`src/hw/tsp_consts.svh`:
```
// timing and field constants for the timer sync/event/phase block
// assumes a 200 MHz system clock and plain port control
`ifndef TSP_CONSTS_SVH
`define TSP_CONSTS_SVH
`define TSP_CLK_PERIOD_PS 5000
`define TSP_CNT_W 16
`define TSP_CNT_MAX 16'hFFFF
`define TSP_CNT_ZERO 16'h0000
`define TSP_EDGE_RISE 2'h0
`define TSP_EDGE_FALL 2'h1
`define TSP_CLR_NONE 2'h0
`define TSP_CLR_CAPTURE 2'h1
`define TSP_CLR_DR2 2'h2
`define TSP_CLR_SYNC 2'h3
`define TSP_SRC_INTERNAL 2'h0
`define TSP_SRC_EXT1 2'h1
`define TSP_SRC_EXT2 2'h2
`define TSP_SRC_EXT3 2'h3
`define TSP_NUM_CH 7
`define TSP_MODE_SYNC_BIT 1
`define TSP_MODE_P26_BIT 4
`define TSP_MODE_P35_BIT 5
`define TSP_MODE_P47_BIT 6
`define TSP_MODE_P67_BIT 7
`endif

```
`src/hw/tsp_pkg.sv`:
```
// types for the timer sync/event/phase block
// imported by the single design file
package tsp_pkg;
  typedef logic [15:0] tsp_count_t;
  typedef enum logic [2:0] {
    TSP_PH_IDLE = 3'b001,
    TSP_PH_UP = 3'b010,
    TSP_PH_DOWN = 3'b100
  } tsp_phase_t;
endpackage

```
`src/hw/tsp_timer.sv`:
```
// seven-channel 16-bit timer: sync pair 2/3, external event counting,
// programmed periodic capture and channel 7 phase counting.
// assumes control arrives on plain ports in the ref_clk domain; ext pins async.
`timescale 1ns/1ps
`include "tsp_consts.svh"
module tsp_timer
  import tsp_pkg::*;
(
  input wire logic refClk,
  input wire logic reset,
  input wire logic [7:0] timerModeRegA,
  input wire logic phaseModeCh7,
  input wire logic [13:0] clockSrcSel,
  input wire logic [13:0] clockEdgeSel,
  input wire logic [13:0] clearSource,
  input wire logic [6:0] countEnable,
  input wire logic [6:0] captureIn,
  input wire logic [2:0] extClockIn,
  input wire logic [6:0] counterWrite,
  input wire logic [15:0] counterWriteData,
  input wire logic [6:0] generalReg1Write,
  input wire logic [6:0] generalReg2Write,
  input wire logic [6:0] dedicatedReg2Write,
  input wire logic [15:0] regWriteData,
  input wire logic [6:0] overflowClear,
  output logic [111:0] counterValue,
  output logic [111:0] generalReg1Value,
  output logic [111:0] generalReg2Value,
  output logic [6:0] overflowFlag,
  output logic [6:0] compareMatchReq,
  output logic [6:0] inputCaptureReq,
  output logic [6:0] overflowReq
);
  // pins 0 and 1 double as encoder phases a and b on channel 7
  logic [2:0] pinLevel;
  logic [2:0] pinRise;
  logic [2:0] pinFall;
  tsp_pin_filter #(
    .WIDTH(3)
  ) pinFilter (
    .refClk(refClk),
    .reset(reset),
    .pinIn(extClockIn),
    .level(pinLevel),
    .rise(pinRise),
    .fall(pinFall)
  );
  logic [6:0] capEvent;
  tsp_pin_filter #(
    .WIDTH(7)
  ) capFilter (
    .refClk(refClk),
    .reset(reset),
    .pinIn(captureIn),
    .level(),
    .rise(capEvent),
    .fall()
  );
  // phase decode; the other phase is read from its settled level
  wire aRise = pinRise[0];
  wire aFall = pinFall[0];
  wire bRise = pinRise[1];
  wire bFall = pinFall[1];
  wire aLvl = pinLevel[0];
  wire bLvl = pinLevel[1];
  wire phUp = (bRise & ~aLvl) | (aRise & bLvl) | (bFall & aLvl) | (aFall & ~bLvl);
  wire phDown = (bRise & aLvl) | (aRise & ~bLvl) | (bFall & ~aLvl) | (aFall & bLvl);
  tsp_phase_t phaseDir;
  always_comb begin
    case ({phUp, phDown})
      2'b10: phaseDir = TSP_PH_UP;
      2'b01: phaseDir = TSP_PH_DOWN;
      default: phaseDir = TSP_PH_IDLE;
    endcase
  end
  // per-channel registers
  tsp_count_t cnt [7];
  tsp_count_t gr1 [7];
  tsp_count_t gr2 [7];
  tsp_count_t dr2 [7];
  logic [6:0] tick;
  logic [6:0] downTick;
  logic [6:0] match1;
  logic [6:0] match2;
  logic [6:0] matchDr2;
  logic [6:0] ownClear;
  logic [6:0] doClear;
  logic [6:0] wrapEv;
  logic [6:0] capGr1;
  logic [6:0] capGr2;
  tsp_count_t gr1Src [7];
  tsp_count_t gr2Src [7];
  wire syncPair = timerModeRegA[`TSP_MODE_SYNC_BIT];
  wire p26 = timerModeRegA[`TSP_MODE_P26_BIT];
  wire p35 = timerModeRegA[`TSP_MODE_P35_BIT];
  wire p47 = timerModeRegA[`TSP_MODE_P47_BIT];
  wire p67 = timerModeRegA[`TSP_MODE_P67_BIT];
  // count-source and edge selection per channel
  always_comb begin
    logic [1:0] src;
    logic [1:0] edg;
    logic r;
    logic f;
    src = 2'h0;
    edg = 2'h0;
    r = 1'b0;
    f = 1'b0;
    for (int i = 0; i < `TSP_NUM_CH; i++) begin
      src = clockSrcSel[2*i +: 2];
      edg = clockEdgeSel[2*i +: 2];
      case (src)
        `TSP_SRC_EXT1: begin
          r = pinRise[0];
          f = pinFall[0];
        end
        `TSP_SRC_EXT2: begin
          r = pinRise[1];
          f = pinFall[1];
        end
        `TSP_SRC_EXT3: begin
          r = pinRise[2];
          f = pinFall[2];
        end
        default: begin
          r = 1'b1;
          f = 1'b0;
        end
      endcase
      if (src == `TSP_SRC_INTERNAL)
        tick[i] = countEnable[i];
      else if (edg == `TSP_EDGE_RISE)
        tick[i] = countEnable[i] & r;
      else if (edg == `TSP_EDGE_FALL)
        tick[i] = countEnable[i] & f;
      else
        tick[i] = countEnable[i] & (r | f);
      downTick[i] = 1'b0;
    end
    if (phaseModeCh7) begin
      tick[6] = countEnable[6] & (phaseDir == TSP_PH_UP);
      downTick[6] = countEnable[6] & (phaseDir == TSP_PH_DOWN);
    end
  end
  // compare and clear selection
  always_comb begin
    for (int i = 0; i < `TSP_NUM_CH; i++) begin
      match1[i] = (cnt[i] == gr1[i]);
      match2[i] = (cnt[i] == gr2[i]);
      matchDr2[i] = (cnt[i] == dr2[i]);
      case (clearSource[2*i +: 2])
        `TSP_CLR_CAPTURE: ownClear[i] = capEvent[i];
        `TSP_CLR_DR2: ownClear[i] = matchDr2[i];
        `TSP_CLR_SYNC: ownClear[i] = match1[i];
        default: ownClear[i] = 1'b0;
      endcase
    end
  end
  wire sync3Clear = syncPair & (clearSource[5:4] == `TSP_CLR_SYNC);
  always_comb begin
    doClear = ownClear;
    if (sync3Clear) begin
      doClear[2] = ownClear[1];
    end
  end
  // periodic capture routing: gr1 loads its own counter on own capture or paired match
  always_comb begin
    for (int i = 0; i < `TSP_NUM_CH; i++) begin
      capGr1[i] = capEvent[i];
      capGr2[i] = 1'b0;
      gr1Src[i] = cnt[i];
      gr2Src[i] = cnt[i];
    end
    if (p26 & matchDr2[1]) begin
      capGr1[5] = 1'b1;
    end
    if (p35 & matchDr2[2]) begin
      capGr1[4] = 1'b1;
    end
    if (p47 & matchDr2[3]) begin
      capGr1[6] = 1'b1;
    end
    if (p67 & match2[5]) begin
      capGr2[6] = 1'b1;
    end
  end
  // counter update: clear over write over count
  logic [6:0] wrEff;
  always_comb begin
    wrEff = counterWrite;
    if (syncPair & (counterWrite[1] | counterWrite[2])) begin
      wrEff[1] = 1'b1;
      wrEff[2] = 1'b1;
    end
  end
  tsp_count_t nextCnt [7];
  always_comb begin
    for (int i = 0; i < `TSP_NUM_CH; i++) begin
      wrapEv[i] = 1'b0;
      if (doClear[i])
        nextCnt[i] = `TSP_CNT_ZERO;
      else if (wrEff[i])
        nextCnt[i] = counterWriteData;
      else if (downTick[i]) begin
        nextCnt[i] = cnt[i] - 16'h0001;
        wrapEv[i] = (cnt[i] == `TSP_CNT_ZERO);
      end else if (tick[i]) begin
        nextCnt[i] = cnt[i] + 16'h0001;
        wrapEv[i] = (cnt[i] == `TSP_CNT_MAX);
      end else
        nextCnt[i] = cnt[i];
    end
  end
  // count lands one edge after the filter reports the pin edge
  always_ff @(posedge refClk or posedge reset) begin
    if (reset) begin
      for (int i = 0; i < `TSP_NUM_CH; i++) begin
        cnt[i] <= `TSP_CNT_ZERO;
      end
    end else begin
      for (int i = 0; i < `TSP_NUM_CH; i++) begin
        cnt[i] <= nextCnt[i];
      end
    end
  end
  // capture beats a software write in the same cycle
  always_ff @(posedge refClk or posedge reset) begin
    if (reset) begin
      for (int i = 0; i < `TSP_NUM_CH; i++) begin
        gr1[i] <= `TSP_CNT_MAX;
      end
    end else begin
      for (int i = 0; i < `TSP_NUM_CH; i++) begin
        if (capGr1[i])
          gr1[i] <= gr1Src[i];
        else if (generalReg1Write[i])
          gr1[i] <= regWriteData;
      end
    end
  end
  always_ff @(posedge refClk or posedge reset) begin
    if (reset) begin
      for (int i = 0; i < `TSP_NUM_CH; i++) begin
        gr2[i] <= `TSP_CNT_MAX;
      end
    end else begin
      for (int i = 0; i < `TSP_NUM_CH; i++) begin
        if (capGr2[i])
          gr2[i] <= gr2Src[i];
        else if (generalReg2Write[i])
          gr2[i] <= regWriteData;
      end
    end
  end
  always_ff @(posedge refClk or posedge reset) begin
    if (reset) begin
      for (int i = 0; i < `TSP_NUM_CH; i++) begin
        dr2[i] <= `TSP_CNT_MAX;
      end
    end else begin
      for (int i = 0; i < `TSP_NUM_CH; i++) begin
        if (dedicatedReg2Write[i])
          dr2[i] <= regWriteData;
      end
    end
  end
  // flag: set wins over clear, so no wrap is lost to a late clear
  always_ff @(posedge refClk or posedge reset) begin
    if (reset) begin
      overflowFlag <= 7'h00;
    end else begin
      overflowFlag <= wrapEv | (overflowFlag & ~overflowClear);
    end
  end
  // requests are registered one cycle late; compare and capture ones stay high while their match holds
  always_ff @(posedge refClk or posedge reset) begin
    if (reset) begin
      compareMatchReq <= 7'h00;
      inputCaptureReq <= 7'h00;
      overflowReq <= 7'h00;
    end else begin
      compareMatchReq <= match1 | matchDr2;
      inputCaptureReq <= capGr1 | capGr2;
      overflowReq <= wrapEv;
    end
  end
  always_comb begin
    for (int i = 0; i < `TSP_NUM_CH; i++) begin
      counterValue[16*i +: 16] = cnt[i];
      generalReg1Value[16*i +: 16] = gr1[i];
      generalReg2Value[16*i +: 16] = gr2[i];
    end
  end
endmodule

// three-flop sampler for asynchronous pins; a change counts only once the
// second and third flops agree, so a pin caught mid-transition cannot count twice
module tsp_pin_filter #(
  parameter int WIDTH = 3
) (
  input wire logic refClk,
  input wire logic reset,
  input wire logic [WIDTH-1:0] pinIn,
  output logic [WIDTH-1:0] level,
  output logic [WIDTH-1:0] rise,
  output logic [WIDTH-1:0] fall
);
  logic [WIDTH-1:0] stage1;
  logic [WIDTH-1:0] stage2;
  logic [WIDTH-1:0] stage3;
  logic [WIDTH-1:0] settled;
  wire [WIDTH-1:0] agree = ~(stage2 ^ stage3);
  wire [WIDTH-1:0] nextSettled = (agree & stage3) | (~agree & settled);
  always_ff @(posedge refClk or posedge reset) begin
    if (reset) begin
      stage1 <= '0;
      stage2 <= '0;
      stage3 <= '0;
      settled <= '0;
    end else begin
      stage1 <= pinIn;
      stage2 <= stage1;
      stage3 <= stage2;
      settled <= nextSettled;
    end
  end
  assign level = settled;
  assign rise = agree & stage3 & ~settled;
  assign fall = agree & ~stage3 & settled;
endmodule

```
`config.mk`:
```
export PLATFORM = sky130hd
export DESIGN_NAME = tsp_timer
export DESIGN_NICKNAME = d
export VERILOG_FILES = /design/src/hw/tsp_pkg.sv /design/src/hw/tsp_timer.sv
export VERILOG_INCLUDE_DIRS = /design/src /design/src/hw
export SDC_FILE = /design/constraint.sdc
export NUM_CORES = 1
export LEC_CHECK = 0
export BUFFER_PORTS_ARGS = -buffer_cell sky130_fd_sc_hd__buf_2
export CAP_MARGIN = 20
export CORE_MARGIN = 2
export CORE_UTILIZATION = 59
export CTS_CLUSTER_SIZE = 30
export DETAILED_ROUTE_END_ITERATION = 10
export PLACE_DENSITY_LB_ADDON = 0.2
export SLEW_MARGIN = 0
export SYNTH_ARGS = -nofsm -noshare
export SYNTH_HDL_FRONTEND = slang
export SYNTH_HIERARCHICAL = 1
export SYNTH_SLANG_ARGS = --single-unit
```
`constraint.sdc`:
```
create_clock -name refClk -period 23.1 [get_ports refClk]
set_input_delay 2.31 -clock refClk [delete_from_list [all_inputs] [get_ports refClk]]
set_output_delay 2.31 -clock refClk [all_outputs]
set_load 0.05 [all_outputs]
```
### After elaboration in Yosys (flattened, before gate mapping)

Cells that the tools add are included.

* add/subtract/negate cells: 8
* multipliers: 0
* divide/modulo/power cells: 0
* $lt $le $gt $ge: 0
* equal/unequal tests: 75
* shift-type cells: 0
* mux-type cells: 111
* bitwise operators: 77
* reductions and logical operators: 30

Operators by type and width (number)
* $mux W16: 38
* $eq A16 B16 Y1: 15
* $add A16 B1 Y16 const B: 7
* $eq A16 B16 Y1 const B: 7
* $pmux W1 S3: 21
* $eq A2 B2 Y1 const B: 29
* $mux W1: 50
* $eq A2 B1 Y1 const B: 22
* $and A1 B1 Y1: 37
* $and A7 B7 Y7: 4
* $logic_not A2 Y1: 14
* $not A7 Y7: 4
* $or A7 B7 Y7: 4
* $reduce_bool A3 Y1: 6
* $logic_not A16 Y1: 1
* $reduce_bool A2 Y1: 8
* $sub A16 B1 Y16 const B: 1
* $and A3 B3 Y3: 5
* $or A1 B1 Y1: 14
* $not A3 Y3: 4
* $xor A7 B7 Y7: 1
* $pmux W3 S2: 1
* $reduce_bool A4 Y1: 1
* $eq A3 B2 Y1 const B: 1
* other kinds (5): 6

* register bits after elaboration: 516
* latch bits: 0
* memory bits (writable): 0
* memory bits (read-only): 0
* memories: 0

### Logic depth before layout (Yosys ltp)

Gate-level depths: netlist of the first run.

* word-level depth: 18
* gate-level depth with buffers: 17

### By module

Netlist of the first run, hierarchy kept.

Modules (own cells, without submodules)
* tsp_timer: instances 1, cells an instance 2415, area each 25654.6 sq um, seq. area each 12331.8 sq um
* tsp_pin_filter (capFilter): instances 1, cells an instance 78, area each 1124.8 sq um, seq. area each 700.7 sq um
* tsp_pin_filter (pinFilter): instances 1, cells an instance 34, area each 484.2 sq um, seq. area each 300.3 sq um

### Worst setup path after synthesis of the first run

Ideal clock, no wire load.

* path type: input-to-reg
* start: in phaseModeCh7
* end: reg cnt, in the netlist counterValue[110]
* library setup time: 0.094 ns
* data arrival time: 4.911 ns
* path slack: 18.095 ns
* stages: 12
* cells stage by stage: o2111ai_1 nor2_1 inv_1 fa_1 nor2b_1 o21a_1 o21ai_0 a21oi_1 a21oi_1 mux2i_1 a31o_2 a211oi_1

* cells in the longest elaborated chain, start to end: 4
* elaborated cells between the ends (all ways): 6

RTL lines
* start, declared: RTL line tsp_timer.sv:12 `input wire logic phaseModeCh7,`
* $mux W1: RTL line tsp_timer.sv:139 `if (phaseModeCh7) begin`
* $mux W16: RTL line tsp_timer.sv:203 `else if (downTick[i]) begin`
* $mux W16: RTL line tsp_timer.sv:201 `else if (wrEff[i])`
* $mux W16: RTL line tsp_timer.sv:199 `if (doClear[i])`
* end signal, assigned by index: RTL line tsp_timer.sv:217 `` cnt[i] <= `TSP_CNT_ZERO; ``
* end signal, assigned by index: RTL line tsp_timer.sv:221 `cnt[i] <= nextCnt[i];`
* end, declared: RTL line tsp_timer.sv:77 `tsp_count_t cnt [7];`

Parallel ways exist; a longest one is shown, timed or not.
A chain may end at the register's enable or synchronous reset.

### Worst setup path in the final report of the first run

Ends and elaborated chain as after synthesis.

==> out/metrics.csv, run 1 <==
metric,value,unit
most frequent CP cell,a21oi_1,
vias per cell,6.06,
worst hold start,capFilter/stage1[2]$_DFF_PP0_,
Placed Cells,3416,
syn_nets,2698,
period utilisation layout,19.8,%
Placement Setup Slack,17950,ps
RR Endpoint,counterValue[110]$_DFFE_PP0P_,
worst min path class,flip-flop to flip-flop,
Peak VDD IR,0.0000725,V
Starting Density,59.9,%
largest net degree at the start of global routing,186,
CTS H-tree lvls,2,
worst path buffer plus inverter count,3,
Pwr Density,92.7,nW/µm²
die footprint,47900,µm²
Slew Limit Fails,0,
synth warn,6,
final setup fails,0,
GPL Wtd Cong,0.908,
Layout Utilization,69.7,%
Critical Path Fanout Max,18,
Sum Neg Setup Slack,0,ps
Worst Skew,20.2,ps
DRC Markers,0,
CTS buffer count,53,
status,"complete, no violations",
CP required,23620,ps
setup slack after layout,18540,ps
CP max stage delay,410,ps
core area,45500,µm²
root buffer selected by CTS,clkbuf_16,
Layout Cells excl Fill,3519,
clock tree buffer depth,3,
WHS Endpoint,capFilter/stage2[2]$_DFF_PP0_,
first-pass GRT wire length,129,mm
Detailed Route WL,87.2,mm
Area Overhead vs Synth,16.4,%
hold path cells,0,
total power,2.94,mW
HPWL Detailed,57.3,mm
clock sink count,516,
critical path's top delay family,compound AO/OA/AOI/OAI gates,
number of cell rows,78,
DRT Pass-1 Iters,5,
"Reg clk slew, reported paths",70,ps
Die Y,219,µm
R2R setup slack,18830,ps
Hold Slack,352,ps
vias in the first global route,20876,
# fillers,3445,
final hold vios,0,
Final Net Count,3050,
Cells after Synth,2520,
initial antenna violation count,11,
slowest CP cell,a21oi_1,
critical path class,input pin to flip-flop,
startpoint types,input pin,
Leak,13.7,nW
CTS Hold Bufs,0,
max-cap viol count,0,
mapped cell area,27200,µm²
Tmin final,4560,ps
Final ANT Viol Nets,0,
Max transition margin,24.6,%
Worst-Margin Slew,1130,ps
"commonest cells after routing, fill and taps aside","buf_2, dfstp_2, xnor2_1",
grt total ovfl,0,
Die X,219,µm
initial DRC count,1938,
clk_lat worst skew,610,ps
RSZ-0062 raised after global routing,false,
DR vias,21331,
share of layout cells above drive strength 1,41.6,%
# IOs,501,
Area after DPL,29700,µm²
Crit. End Element,flip-flop,
worst r2r src,pinFilter/stage2[0]$_DFF_PP0_,
Critical Path AT,5080,ps
Post-CTS Setup Inserts,0,
DR WL/cell,24.8,µm
fmax,219,MHz
Finished Cell Area,31700,µm²
PortBufs,497,
reg2reg path depth,17,
post-CTS resize count,0,
gr usage total,36.0,%
"most common cell after layout, fill and taps aside",buf_2,
worst path cell trace,buf_2 > o2111ai_1 > nor2_1 > buf_4 > inv_1 > fa_1 > nor2b_1 > o21a_1 > o21ai_0 > a21oi_1 > a21oi_1 > mux2i_1 > a31o_2 > a211oi_1,
Mean Syn Cell Area,10.8,µm²
CTS tree,done,
flip-flops by register name (all words and copies together) (netlist names), 112 cells and up, named ones only:
| register | cells |
|---|---|
| generalReg1Value | 112 |
| dr2 | 112 |
| counterValue | 112 |
| generalReg2Value | 112 |
per-layer routing:
layer / global-route usage [%] / share of wire (%) / routed length [µm] / vias to the layer above
met5: 0 / 0.038 / 33 / -
met4: 16.0 / 4.6 / 4010 / 6
met3: 7.05 / 8.9 / 7730 / 246
met2: 57.4 / 47 / 40900 / 1049
met1: 47.9 / 40 / 34600 / 10670
li1: - / - / - / 9360
layout make-up:
cell class	instances	area (µm²)	share of cell area, %
multi-input combinational	1700	12700	39.9
inverter	80	308	0.971
antenna	3	7.51	0.0237
tap	600	751	2.37
clock buffer	75	1580	5.00
sequential	516	13300	42.1
timing repair buffer	521	2690	8.48
clock inverter	24	359	1.13
where the power goes:
part	internal, mW	total, mW	switching, mW
logic	0.246	0.772	0.526
clock network	0.579	0.954	0.376
registers	1.06	1.21	0.151
total	1.88	2.94	1.05
how the worst max path moves through the flow:
stage / from / end / slack (ps) / cells after the start
5_1_grt: reset / inputCaptureReq[4]$_DFF_PP0_ / 18230 / 4
3_5_place_dp: reset / inputCaptureReq[4]$_DFF_PP0_ / 17950 / 4
4_1_cts: reset / inputCaptureReq[4]$_DFF_PP0_ / 18600 / 4
2_1_floorplan: reset / compareMatchReq[0]$_DFF_PP0_ / 8070 / 1
6_report: phaseModeCh7 / counterValue[110]$_DFFE_PP0P_ / 18540 / 14
3_3_place_gp: reset / inputCaptureReq[4]$_DFF_PP0_ / 18030 / 4
Power figures use the tool's default switching activity.
==> inputs of run 2 (changes only) <==
--- a/config.mk
+++ b/config.mk
@@ -6,10 +6,11 @@
 export SDC_FILE = /design/constraint.sdc
 export NUM_CORES = 1
 export LEC_CHECK = 0
+export ABC_AREA = 1
 export BUFFER_PORTS_ARGS = -buffer_cell sky130_fd_sc_hd__buf_2
 export CAP_MARGIN = 20
 export CORE_MARGIN = 2
-export CORE_UTILIZATION = 59
+export CORE_UTILIZATION = 52
 export CTS_CLUSTER_SIZE = 30
 export DETAILED_ROUTE_END_ITERATION = 10
 export PLACE_DENSITY_LB_ADDON = 0.2
==> constraint.sdc (replaced) <==
create_clock -name refClk -period 3.75 [get_ports refClk]
set_input_delay 0.375 -clock refClk [delete_from_list [all_inputs] [get_ports refClk]]
set_output_delay 0.375 -clock refClk [all_outputs]
set_load 0.05 [all_outputs]
==> run 2 against run 1 <==
Against the previous run:
- register-to-register slack got worse by 18000 ps
- synthesized cell count increased by 55%
- clock skew about the same
- sequential share of layout area decreased by 3.6 points
- clock-buffer cell count increased by 10
- synthesized area increased by 11%
- setup slack got worse by 18000 ps
- critical path type is now flip-flop to flip-flop
- largest power group unchanged
- highest routed layer unchanged
==> out/metrics.csv, run 2 <==
metric,value,unit,change
vias in the first global route,26119,,+25%
area of the multi-input gates,14000,µm²,+10%
synth warn,6,,unchanged
initial DRC count,2635,,+36%
clk_lat worst skew,620,ps,about the same
grt total ovfl,0,,unchanged
Max transition margin,23.8,%,-0.86 points
final setup fails,0,,unchanged
period utilisation layout,85.9,%,
Starting Density,52.5,%,-7.4 points
core area,57500,µm²,+26%
sw frac,40.5,%,+4.7 points
first-pass GRT wire length,160,mm,+24%
GPL Wtd Cong,0.945,,+4.0%
DRC Markers,0,,unchanged
root buffer selected by CTS,clkbuf_16,,
startpoint types,flip-flop,,
critical path class,flip-flop to flip-flop,,
Final ANT Viol Nets,0,,unchanged
final hold vios,0,,unchanged
total power,19.0,mW,+550%
Sum Neg Setup Slack,0,ps,unchanged
share of layout cells above drive strength 1,25.1,%,-16 points
vias per cell,5.65,,-6.8%
mapped cell area,30200,µm²,+11%
R2R setup slack,530,ps,-18300 ps
Detailed Route WL,107,mm,+22%
Worst Skew,20.3,ps,+0.0647 ps
max-cap viol count,0,,unchanged
# IOs,501,,unchanged
internal power,11.3,mW,+500%
fmax,311,MHz,
setup slack after layout,530,ps,-18010 ps
CTS buffer count,56,,+5.7%
syn_nets,4077,,+51%
Mean Syn Cell Area,7.73,µm²,-28%
worst min path class,input pin to flip-flop,,
Peak VDD IR,0.000413,V,+470%
sequential power share,40.6,%,-0.6 points
DR WL/cell,21.1,µm,-15%
Pwr Density,549,nW/µm²,+490%
combinational power share,29.9,%,+3.6 points
"most common cell after layout, fill and taps aside",nand2_1,,
Slew Limit Fails,0,,unchanged
initial antenna violation count,2,,-9
Critical Path AT,3730,ps,-1350 ps
Placed Cells,4927,,+44%
Layout Cells excl Fill,5050,,+44%
Critical Path Fanout Max,17,,-1
DRT Pass-1 Iters,6,,+1
"commonest cells after routing, fill and taps aside","nand2_1, buf_2, nor2_1",,
status,"complete, no violations",,
clock sink count,516,,unchanged
number of cell rows,88,,+13%
register cell area after layout,13300,µm²,unchanged
clock power share,29.4,%,-3.1 points
die footprint,59900,µm²,+25%
DR vias,28528,,+34%
Finished Cell Area,34600,µm²,+9.2%
ANT cells,0,,-3
Die Y,245,µm,+12%
Area Overhead vs Synth,14.8,%,
CTS H-tree lvls,2,,unchanged
gr usage total,35.0,%,-1.0 points
Area after DPL,32600,µm²,+9.5%
Die X,245,µm,+12%
P_sw,7.70,mW,+630%
Cells after Synth,3899,,+55%
Final Net Count,4417,,+45%
Worst-Margin Slew,1140,ps,+11.7 ps
Crit. End Element,flip-flop,,
Post-CTS Setup Inserts,0,,unchanged
Tmin final,3220,ps,
clock tree buffer depth,3,,unchanged
RSZ-0062 raised after global routing,false,,
PortBufs,497,,unchanged
HPWL Detailed,73.9,mm,+29%
Placement Setup Slack,572,ps,-17380 ps
post-CTS resize count,0,,unchanged
Leak,16.9,nW,+24%
largest net degree at the start of global routing,127,,-32%
CP required,4260,ps,-19360 ps
CTS tree,done,,
# fillers,5331,,+55%
"Reg clk slew, reported paths",60,ps,about the same
==> run 2: changes by cell type in the layout (fill, tap and decap cells not counted), moves of 148 or more <==
cell	previous run	this run
inv_1	74	326
mux2_2	208	0
mux2i_1	148	0
nand2_1	123	875
nand3_1	48	382
nor2_1	213	428
xnor2_1	264	15
==> run 2: final cells by class <==
class / instances / share of cell area, %
multi-input combinational: 2745 / 40.4
clock inverter: 19 / 0.578
clock buffer: 85 / 4.74
tap: 765 / 2.76
timing repair buffer: 561 / 9.12
sequential: 516 / 38.5
inverter: 359 / 3.91
==> run 2: critical path, stage by stage, from the launching register on <==
cell and delay [ps]:
dfrtp_1 370, ha_1 150, inv_1 40, nor2_1 490
nand2_1 160, inv_1 130, nor2_4 60, nand3_4 100
inv_4 120, ha_1 410, nand2_1 150, nor2_1 170
and3_1 170, nand2_1 60, nand3_1 80, nand2_1 40
or2_2 280, nand3_1 80, nand2_1 50
==> run 2: metal layers <==
| metal | track usage, % | up-vias | share of wire [%] |
|---|---|---|---|
| li1 | - | 13399 | - |
| met1 | 47.1 | 13539 | 41 |
| met2 | 54.8 | 1339 | 45 |
| met3 | 6.93 | 247 | 8.9 |
| met4 | 15.4 | 4 | 4.9 |
| met5 | 0 | - | 0.014 |
==> run 2: path summary, 6_finish.rpt <==
| kind | start | endpoint | depth (start not counted) |
|---|---|---|---|
| worst min-delay path | countEnable[3] | overflowReq[3]$_DFF_PP0_ | 3 |
| worst max register to register | pinFilter/stage2[0]$_DFF_PP0_ | counterValue[109]$_DFFE_PP0P_ | 18 |
| worst max-delay path | pinFilter/stage2[0]$_DFF_PP0_ | counterValue[109]$_DFFE_PP0P_ | 18 |
| max in group asynchronous | reset | generalReg1Value[21]$_DFFE_PP1P_ | 5 |
| min in group asynchronous | reset | capFilter/stage2[6]$_DFF_PP0_ | 3 |
| worst min register to register | capFilter/stage1[4]$_DFF_PP0_ | capFilter/stage2[4]$_DFF_PP0_ | 0 |
==> run 2: power by group through the flow <==
stage          registers (mW)  logic (mW)  clock network [mW]
2_1_floorplan            8.97        2.85                   0
3_3_place_gp             7.76        5.56                   0
3_5_place_dp             7.77        5.64                   0
4_1_cts                  7.69        5.67                5.67
5_1_grt                  7.80        6.16                5.93
6_report                 7.72        5.69                5.59
==> run 2: timing repair <==
action                                 4_1_cts  5_1_grt
endpoints found under the hold margin       64        0
setup endpoints to repair                    0        0
hold buffers                                18        0
==> run 2: stage by stage <==
stage / util, % / hold slack [ps]
finish: 60.2 / 38.5
global placement: 56.5 / 307
CTS: 60.2 / 2.54
global route: 60.2 / 16.7
floorplan: - / 240
detailed placement: 56.7 / 304
